--- config.mk ---
export PLATFORM = sky130hd
export DESIGN_NAME = cfg_port
export DESIGN_NICKNAME = d
export VERILOG_FILES = /design/src/common/cfg_port_pkg.sv /design/src/line_sync.sv /design/src/addr_decode.sv /design/src/cfg_port.sv
export SDC_FILE = /design/constraint.sdc
export NUM_CORES = 1
export LEC_CHECK = 0
export BUFFER_PORTS_ARGS = -buffer_cell sky130_fd_sc_hd__buf_2
export CAP_MARGIN = 10
export CORE_MARGIN = 1.5
export CORE_UTILIZATION = 28
export CTS_CLUSTER_SIZE = 20
export DETAILED_ROUTE_END_ITERATION = 6
export GPL_TIMING_DRIVEN = 1
export SYNTH_ARGS = -nofsm -noshare
export SYNTH_HDL_FRONTEND = slang
export SYNTH_HIERARCHICAL = 1
export SYNTH_SLANG_ARGS = --single-unit
--- constraint.sdc ---
create_clock -name mclk -period 3.58 [get_ports mclk]
set_clock_uncertainty 0.05 [all_clocks]
set_input_delay 0.179 -clock mclk [delete_from_list [all_inputs] [get_ports mclk]]
set_output_delay 0.179 -clock mclk [all_outputs]
set_load 0.02 [all_outputs]
--- src/common/cfg_port_pkg.sv ---
// constants and types for the two-wire configuration port
// Operation
// - slave only; master owns clock, START, STOP
// - data change while clock high is START/STOP
// - START begins a transfer from any state, including mid-transfer
// - one bit per pulse, sampled clock high
// - receiver acknowledges low on ninth pulse
// - works at standard and fast rates
// - address upper bits 1101, then direction bit
// - low address bits from two tri-level pins
// - address, command, then twelve data bytes
// - early STOP discards partial write
// - ack command and up to twelve write data bytes, commit on STOP
// - read returns id, reserved, twelve data
// - STOP ends readback, line released
// - store/load are two bytes, run after STOP
// - no acknowledges while store/load busy
// - load and store durations scale with oscillator
// - automatic load at power-up, about 3ms
// - registers read zero until power-up load
// - new contents applied to PLL after commit
// - bytes move lowest numbered first
// - first byte bits 95:88, last 7:0
package cfg_port_pkg;
	localparam int unsigned CLK_HZ         = 20_000_000;
	localparam int unsigned CFG_BITS       = 96;
	localparam int unsigned CFG_BYTES      = 12;
	localparam int unsigned READ_BYTES     = 14;
	localparam logic [3:0]  ADDR_FIXED     = 4'h d;
	localparam logic [7:0]  ID_BYTE_VAL    = 8'h 5a; // arbitrary value
	localparam logic [7:0]  RESV_BYTE_VAL  = 8'h 00;
	localparam logic [1:0]  CMD_WRITE      = 2'h 0;
	localparam logic [1:0]  CMD_STORE      = 2'h 1;
	localparam logic [1:0]  CMD_LOAD       = 2'h 2;
	localparam int unsigned POWERUP_LOAD_US = 3000;
	localparam int unsigned POWERUP_LOAD_CYC = POWERUP_LOAD_US * (CLK_HZ / 1_000_000);
	localparam int unsigned NV_LOAD_CYC    = 60_000;
	localparam int unsigned NV_STORE_CYC   = 1_200_000;
	localparam int unsigned TIMER_W        = 24;
	localparam logic [1:0]  TRI_LOW        = 2'h 0;
	localparam logic [1:0]  TRI_MID        = 2'h 1;
	localparam logic [1:0]  TRI_HIGH       = 2'h 2;
	typedef struct packed {
		logic scl;
		logic sda;
	} bus_lines_t;
	typedef struct packed {
		logic start;
		logic stop;
		logic rise;
		logic fall;
	} bus_events_t;
endpackage

--- src/line_sync.sv ---
// two-flop synchroniser with edge and condition detection
`timescale 1ns/1ns
module line_sync (
	input  wire logic                     mclk,
	input  wire logic                     rst,
	input  wire logic                     clk_en,
	input  wire cfg_port_pkg::bus_lines_t raw,
	output cfg_port_pkg::bus_lines_t      lines,
	output cfg_port_pkg::bus_events_t     ev
);
	import cfg_port_pkg::*;
	bus_lines_t s1_q, s1_d, s2_q, s2_d, s3_q, s3_d;

	always_comb begin
		s1_d = s1_q;
		s2_d = s2_q;
		s3_d = s3_q;
		if (clk_en) begin
			s1_d = raw;
			s2_d = s1_q;
			s3_d = s2_q;
		end
	end

	always_ff @(posedge mclk) begin
		if (rst) begin
			s1_q <= '1;
			s2_q <= '1;
			s3_q <= '1;
		end else begin
			s1_q <= s1_d;
			s2_q <= s2_d;
			s3_q <= s3_d;
		end
	end

	assign lines    = s2_q;
	always_comb begin
		ev.rise  = s2_q.scl & ~s3_q.scl;
		ev.fall  = ~s2_q.scl & s3_q.scl;
		ev.start = s2_q.scl & s3_q.scl & s3_q.sda & ~s2_q.sda;
		ev.stop  = s2_q.scl & s3_q.scl & ~s3_q.sda & s2_q.sda;
	end
endmodule

--- src/addr_decode.sv ---
// tri-level pin pair to low address bits
`timescale 1ns/1ns
module addr_decode (
	input  wire logic [1:0] pin_high,
	input  wire logic [1:0] pin_low,
	output logic      [2:0] low_bits
);
	import cfg_port_pkg::*;
	always_comb begin
		low_bits = 3'h 0;
		unique case ({pin_high, pin_low})
			{TRI_LOW,  TRI_LOW}:  low_bits = 3'h 0;
			{TRI_LOW,  TRI_MID}:  low_bits = 3'h 1;
			{TRI_LOW,  TRI_HIGH}: low_bits = 3'h 2;
			{TRI_MID,  TRI_LOW}:  low_bits = 3'h 3;
			{TRI_MID,  TRI_MID}:  low_bits = 3'h 4;
			{TRI_MID,  TRI_HIGH}: low_bits = 3'h 5;
			{TRI_HIGH, TRI_LOW}:  low_bits = 3'h 6;
			{TRI_HIGH, TRI_MID}:  low_bits = 3'h 7;
			{TRI_HIGH, TRI_HIGH}: low_bits = 3'h 6;
			default:              low_bits = 3'h 0;
		endcase
	end
endmodule

--- src/cfg_port.sv ---
// two-wire slave holding the 96-bit configuration and its nonvolatile copy
`timescale 1ns/1ns
module cfg_port #(
	parameter int unsigned POWERUP_CYC = cfg_port_pkg::POWERUP_LOAD_CYC,
	parameter int unsigned LOAD_CYC    = cfg_port_pkg::NV_LOAD_CYC,
	parameter int unsigned STORE_CYC   = cfg_port_pkg::NV_STORE_CYC
) (
	input  wire logic                        mclk,
	input  wire logic                        rst,
	input  wire logic                        clk_en,
	input  wire logic                        scl_i,
	input  wire logic                        sda_i,
	output logic                             sda_o,
	output logic                             sda_oe,
	input  wire logic [1:0]                  addr_select_pin_high,
	input  wire logic [1:0]                  addr_select_pin_low,
	input  wire logic                        power_down_n,
	output logic [cfg_port_pkg::CFG_BITS-1:0] cfg_q,
	output logic                             cfg_apply,
	output logic                             nv_busy,
	output logic                             config_write_cmd,
	output logic                             config_read_cmd,
	output logic                             nv_store_cmd,
	output logic                             nv_load_cmd
);
	import cfg_port_pkg::*;

	typedef enum logic [6:0] {
		S_IDLE  = 7'b000_0001,
		S_ADDR  = 7'b000_0010,
		S_AACK  = 7'b000_0100,
		S_RX    = 7'b000_1000,
		S_RACK  = 7'b001_0000,
		S_TX    = 7'b010_0000,
		S_TACK  = 7'b100_0000
	} st_t;

	bus_lines_t  lines;
	bus_events_t ev;
	logic [2:0]  low_bits;
	logic [4:0]  strap_s1_q, strap_s1_d, strap_s2_q, strap_s2_d;
	line_sync u_sync (
		.mclk   (mclk),
		.rst    (rst),
		.clk_en (clk_en),
		.raw    ({scl_i, sda_i}),
		.lines  (lines),
		.ev     (ev)
	);

	addr_decode u_dec (
		.pin_high (strap_s2_q[3:2]),
		.pin_low  (strap_s2_q[1:0]),
		.low_bits (low_bits)
	);
	st_t                 st_q, st_d;
	logic [7:0]          sh_q, sh_d;
	logic [3:0]          bit_q, bit_d;
	logic [3:0]          byte_q, byte_d;
	logic                rd_q, rd_d;
	logic [1:0]          cmd_q, cmd_d;
	logic                drive_q, drive_d;
	logic                out_q, out_d;
	logic [CFG_BITS-1:0] buf_q, buf_d;
	logic [CFG_BITS-1:0] cfg_d;
	logic [CFG_BITS-1:0] nv_q, nv_d;
	logic                apply_d;
	logic [TIMER_W-1:0]  tmr_q, tmr_d;
	logic                busy_q, busy_d;
	logic                pend_q, pend_d;
	logic [1:0]          op_q, op_d;
	logic                boot_q, boot_d;
	logic                wr_q, rdc_q, stc_q, ldc_q;
	logic                wr_d, rdc_d, stc_d, ldc_d;
	logic [7:0]          tx_byte;
	logic                addr_ok;

	assign addr_ok = (sh_q[7:4] == ADDR_FIXED) && (sh_q[3:1] == low_bits);
	always_comb begin
		tx_byte = RESV_BYTE_VAL;
		if (byte_q == 4'h 0) begin
			tx_byte = ID_BYTE_VAL;
		end else if (byte_q == 4'h 1) begin
			tx_byte = RESV_BYTE_VAL;
		end else if (byte_q < 4'(READ_BYTES)) begin
			tx_byte = cfg_q[CFG_BITS-1-8*(byte_q-4'h 2) -: 8];
		end
	end
	always_comb begin
		st_d    = st_q;
		sh_d    = sh_q;
		bit_d   = bit_q;
		byte_d  = byte_q;
		rd_d    = rd_q;
		cmd_d   = cmd_q;
		drive_d = drive_q;
		out_d   = out_q;
		buf_d   = buf_q;
		cfg_d   = cfg_q;
		nv_d    = nv_q;
		apply_d = 1'b0;
		tmr_d   = tmr_q;
		busy_d  = busy_q;
		pend_d  = pend_q;
		op_d    = op_q;
		boot_d  = boot_q;
		wr_d    = 1'b0;
		rdc_d   = 1'b0;
		stc_d   = 1'b0;
		ldc_d   = 1'b0;
		strap_s1_d = strap_s1_q;
		strap_s2_d = strap_s2_q;
		if (clk_en) begin
			strap_s1_d = {power_down_n, addr_select_pin_high, addr_select_pin_low};
			strap_s2_d = strap_s1_q;
			// nonvolatile sequencer
			if (boot_q && strap_s2_q[4]) begin
				boot_d = 1'b0;
				busy_d = 1'b1;
				op_d   = CMD_LOAD;
				tmr_d  = TIMER_W'(POWERUP_CYC);
			end else if (busy_q) begin
				if (tmr_q <= TIMER_W'(1)) begin
					busy_d = 1'b0;
					if (op_q == CMD_LOAD) begin
						cfg_d   = nv_q;
						apply_d = 1'b1;
					end else begin
						nv_d = cfg_q;
					end
				end else begin
					tmr_d = tmr_q - TIMER_W'(1);
				end
			end
			if (ev.start) begin
				st_d    = S_ADDR;
				bit_d   = 4'h 0;
				byte_d  = 4'h 0;
				drive_d = 1'b0;
				pend_d  = 1'b0;
			end else if (ev.stop) begin
				st_d    = S_IDLE;
				drive_d = 1'b0;
				if (pend_q && !rd_q) begin
					if (cmd_q == CMD_WRITE && byte_q == 4'(CFG_BYTES) + 4'h 1) begin
						cfg_d   = buf_q;
						apply_d = 1'b1;
					end else if ((cmd_q == CMD_STORE || cmd_q == CMD_LOAD) &&
						byte_q == 4'h 1) begin
						busy_d = 1'b1;
						op_d   = cmd_q;
						tmr_d  = (cmd_q == CMD_STORE) ? TIMER_W'(STORE_CYC) : TIMER_W'(LOAD_CYC);
					end
				end
				pend_d = 1'b0;
			end else begin
				unique case (st_q)
					S_IDLE: begin
					end
					S_ADDR, S_RX: begin
						if (ev.rise) begin
							sh_d  = {sh_q[6:0], lines.sda};
							bit_d = bit_q + 4'h 1;
						end else if (ev.fall && bit_q == 4'h 8) begin
							bit_d = 4'h 0;
							if (st_q == S_ADDR) begin
								if (addr_ok && !busy_q && !boot_q) begin
									drive_d = 1'b1;
									out_d   = 1'b0;
									rd_d    = sh_q[0];
									pend_d  = 1'b1;
									st_d    = S_AACK;
									if (sh_q[0]) begin
										rdc_d = 1'b1;
									end
								end else begin
									st_d = S_IDLE;
								end
							end else begin
								if (byte_q == 4'h 0) begin
									cmd_d = sh_q[1:0];
									wr_d  = (sh_q[1:0] == CMD_WRITE);
									stc_d = (sh_q[1:0] == CMD_STORE);
									ldc_d = (sh_q[1:0] == CMD_LOAD);
									drive_d = 1'b1;
									out_d   = 1'b0;
									st_d    = S_RACK;
								end else if (cmd_q == CMD_WRITE &&
									byte_q <= 4'(CFG_BYTES)) begin
									buf_d[CFG_BITS-1-8*(byte_q-4'h 1) -: 8] = sh_q;
									drive_d = 1'b1;
									out_d   = 1'b0;
									st_d    = S_RACK;
								end else begin
									st_d = S_IDLE;
								end
								byte_d = byte_q + 4'h 1;
							end
						end
					end
					S_AACK, S_RACK: begin
						if (ev.fall) begin
							if (st_q == S_AACK && rd_q) begin
								st_d    = S_TX;
								drive_d = 1'b1;
								out_d   = tx_byte[7];
								sh_d    = {tx_byte[6:0], 1'b0};
								bit_d   = 4'h 1;
							end else begin
								drive_d = 1'b0;
								st_d    = S_RX;
								bit_d   = 4'h 0;
							end
						end
					end
					S_TX: begin
						if (ev.fall) begin
							if (bit_q == 4'h 8) begin
								drive_d = 1'b0;
								st_d    = S_TACK;
								byte_d  = byte_q + 4'h 1;
							end else begin
								out_d = sh_q[7];
								sh_d  = {sh_q[6:0], 1'b0};
								bit_d = bit_q + 4'h 1;
							end
						end
					end
					S_TACK: begin
						if (ev.rise) begin
							rd_d = ~lines.sda;
						end else if (ev.fall) begin
							if (rd_q && byte_q < 4'(READ_BYTES)) begin
								st_d    = S_TX;
								drive_d = 1'b1;
								out_d   = tx_byte[7];
								sh_d    = {tx_byte[6:0], 1'b0};
								bit_d   = 4'h 1;
							end else begin
								st_d = S_IDLE;
							end
							rd_d = 1'b1;
						end
					end
					default: st_d = S_IDLE;
				endcase
			end
		end
	end

	always_ff @(posedge mclk) begin
		if (rst) begin
			st_q    <= S_IDLE;
			sh_q    <= 8'h 00;
			bit_q   <= 4'h 0;
			byte_q  <= 4'h 0;
			rd_q    <= 1'b0;
			cmd_q   <= 2'h 0;
			drive_q <= 1'b0;
			out_q   <= 1'b1;
			buf_q   <= '0;
			cfg_q   <= '0;
			nv_q    <= '0;
			cfg_apply <= 1'b0;
			tmr_q   <= '0;
			busy_q  <= 1'b0;
			pend_q  <= 1'b0;
			op_q    <= 2'h 0;
			boot_q  <= 1'b1;
			strap_s1_q <= '0;
			strap_s2_q <= '0;
			wr_q    <= 1'b0;
			rdc_q   <= 1'b0;
			stc_q   <= 1'b0;
			ldc_q   <= 1'b0;
		end else begin
			st_q    <= st_d;
			sh_q    <= sh_d;
			bit_q   <= bit_d;
			byte_q  <= byte_d;
			rd_q    <= rd_d;
			cmd_q   <= cmd_d;
			drive_q <= drive_d;
			out_q   <= out_d;
			buf_q   <= buf_d;
			cfg_q   <= cfg_d;
			nv_q    <= nv_d;
			cfg_apply <= apply_d;
			tmr_q   <= tmr_d;
			busy_q  <= busy_d;
			pend_q  <= pend_d;
			op_q    <= op_d;
			boot_q  <= boot_d;
			strap_s1_q <= strap_s1_d;
			strap_s2_q <= strap_s2_d;
			wr_q    <= wr_d;
			rdc_q   <= rdc_d;
			stc_q   <= stc_d;
			ldc_q   <= ldc_d;
		end
	end
	assign sda_oe           = drive_q & ~out_q;
	assign sda_o            = 1'b0;
	assign nv_busy          = busy_q | boot_q;
	assign config_write_cmd = wr_q;
	assign config_read_cmd  = rdc_q;
	assign nv_store_cmd     = stc_q;
	assign nv_load_cmd      = ldc_q;
endmodule

==> impl_metrics.json <==
{
  "leakage_nw": 7.18,
  "ios": 114,
  "dp.cells": 2766,
  "yosysWarnings": 6,
  "final_nets": 2066,
  "syn_avg_cell_area_um2": 8.57,
  "viasPerCell": 5.42,
  "cp.required_ps": 3960,
  "dr.first_iter.drc_count": 1557,
  "grt_max_degree": 152,
  "slew_headroom_pct": 36.6,
  "synth_edf_count": 0,
  "cts_sinks": 366,
  "wl_per_cell_um": 20.0,
  "dominantRegCellSynth": "dfxtp_1",
  "grt_setup_unrepaired": "false",
  "tns_ps": 0,
  "dpl.hpwl_um": 36800,
  "fmax_mhz": 306,
  "setup_viol": 0,
  "synth_compound_area_share_pct": 20.5,
  "fp.dieArea_mm2": 0.0621,
  "dr.pass1.iters": 7,
  "rows": 90,
  "path_max_fanout": 8,
  "antenna_found_initial": 0,
  "synth_xor_area_share_pct": 1.34,
  "overflow": 0,
  "hold_slack_ps": 60.3,
  "wl_um": 57000,
  "yosys.area_share.simple_pct": 21.2,
  "status": "finished, final reports clean",
  "synthAdderAreaFrac_pct": 1.48,
  "drc": 0,
  "cts_tree": "yes",
  "dpl_worst_slack_ps": 138,
  "clockRootBuffer": "clkbuf_16",
  "tightestPinTransition_ps": 951,
  "io_buffers": 112,
  "ys_ff_latch": 366,
  "hold_viol": 0,
  "max-cap-violations": 0,
  "clockBufferDepth": 3,
  "syn_inst": 1980,
  "crit_type": "flop to flop",
  "cts.htree.levels": 2,
  "initial_utilization_pct": 28.2,
  "grt_pass1_vias": 14625,
  "muxShareOfSynthArea_pct": 7.29,
  "synth.area.top_cells": "dfxtp_1 (43%), nand2_1 (7.7%), a21oi_1 (5.6%)",
  "clkTransAtPathRegs_ps": 60,
  "ys_async_sr_fraction_pct": 0,
  "area_growth_pct": 17.1,
  "grt_pass1_wl_um": 88700,
  "synth_top_area_cell": "dfxtp_1",
  "cts_made_buffers": 43,
  "start_kind": "flop",
  "die_x_um": 249,
  "peakVddDrop_mv": 0.290,
  "endpoint_kind": "flop",
  "synth.distinct_cells": 84,
  "period_needed_ps": 3270,
  "antenna_cells": 0,
  "arrival_ps": 3640,
  "drtAntennaViolNets": 0,
  "place_congestion": 0.896,
  "yosysSeqAreaShare_pct": 43.2,
  "slew_viol_final": 0,
  "coreArea_mm2": 0.0601,
  "power_density_mw_per_mm2": 442,
  "vias": 15443,
  "synth_top_cell_area_share_pct": 43.2,
  "die_h_um": 249,
  "period_share_pct": 91.3,
  "hold_class": "input port to flop",
  "synth.most_common_cell": "dfxtp_1",
  "fin_ws_ps": 312,
  "syn_area_mm2": 0.0170,
  "clk_latency_ps": 570,
  "grt_usage_pct": 17.9,
  "finalNonFillerCells": 2851,
  "syn_nets": 2010,
  "synthTopCellsByCount": "dfxtp_1 (366), nand2_1 (350), nor2_1 (205)",
  "synth_top_family_by_area": "simple AND/OR/NAND/NOR gates",
  "drive_above_1_share_pct": 14.5
}
-- repair_timing --
| action | 4_1_cts | 5_1_grt |
|---|---|---|
| setup buffers | 0 | 0 |
| gates resized for setup | 0 | 2 |
| hold buffers | 7 | 0 |
| setup endpoints to repair | 0 | 16 |
| hold endpoints to repair | 7 | 0 |
-- flip-flops by register name (all words and copies together), names as in the netlist, 5 cells and up --
signal,count
buf_q,96
tmr_q,24
nv_q,96
strap_s2_q,5
cfg_q,96
strap_s1_q,5
st_q,7
sh_q,8
-- stage by stage --
step	power, W	area [µm²]	utilization (%)
floorplan	0.00442	17000	-
global placement	0.00452	18400	30.6
detailed placement	0.00452	18400	30.6
CTS	0.00889	19900	33.0
global route	0.00907	19900	33.0
finish	0.00878	19900	33.0
-- area by class of cell --
cell class	count	area (µm²)
tap	782	978
timing repair buffer	184	1240
fill	6247	40300
multi-input combinational	1416	8820
clock buffer	66	1250
sequential	366	7330
clock inverter	12	143
inverter	25	93.8
-- per-layer routing --
metal	part of all wire, %	vias up	global-route usage [%]
li1	-	7217	-
met1	44	7568	23.8
met2	47	563	29.8
met3	5.7	95	2.68
met4	2.6	0	5.37
met5	0	-	0
-- where the power goes --
part | internal [W] | switching (W) | leakage (nW)
Clock | 0.00256 | 0.00178 | 0.682
Combinational | 0.000102 | 0.000234 | 3.55
Sequential | 0.00409 | 0.0000144 | 2.95
Total | 0.00675 | 0.00203 | 7.18
-- critical path, cell delays in order (launching register included) --
cell and delay, ps:
dfxtp_1 310, inv_1 130, ha_1 240, a21bo_2 260, xnor2_1 130, ha_1 240, xor2_1 180, or4_1 660
or4b_4 670, mux2i_1 200, nor2_1 60
-- final timing paths --
| path | start | to | slack, ps | depth (start not counted) |
|---|---|---|---|---|
| worst min-delay path | rst | strap_s2_q[4] | 60 | 2 |
| worst min register to register | nv_q[4] | nv_q[4] | 400 | 2 |
| worst max register to register | byte_q[2] | buf_q[49] | 310 | 10 |
| worst max-delay path | byte_q[2] | buf_q[49] | 310 | 10 |
-- kinds of logic after synthesis --
logic type	after synthesis
AOI/OAI and AO/OA	495
xor gates and xnor gates	26
adders and majority gates	20
buffers and inverters	198
DFF	366
muxes	93
other	1
and+or+nand+nor	781
-- cell usage in the layout, fill, tap and decap left out, types with 21 or more instances in the layout --
master / n
buf_2: 110
mux2i_1: 65
a21oi_1: 190
mux4_2: 24
o21ai_0: 46
clkbuf_16: 43
xor2_1: 21
a221oi_1: 61
buf_4: 57
nand2_1: 350
nor2_1: 204
nand3b_1: 22
o221a_1: 36
dfxtp_1: 364
o2bb2ai_1: 60
inv_1: 24
nand3_1: 55
Power figures use the tool's default switching activity.
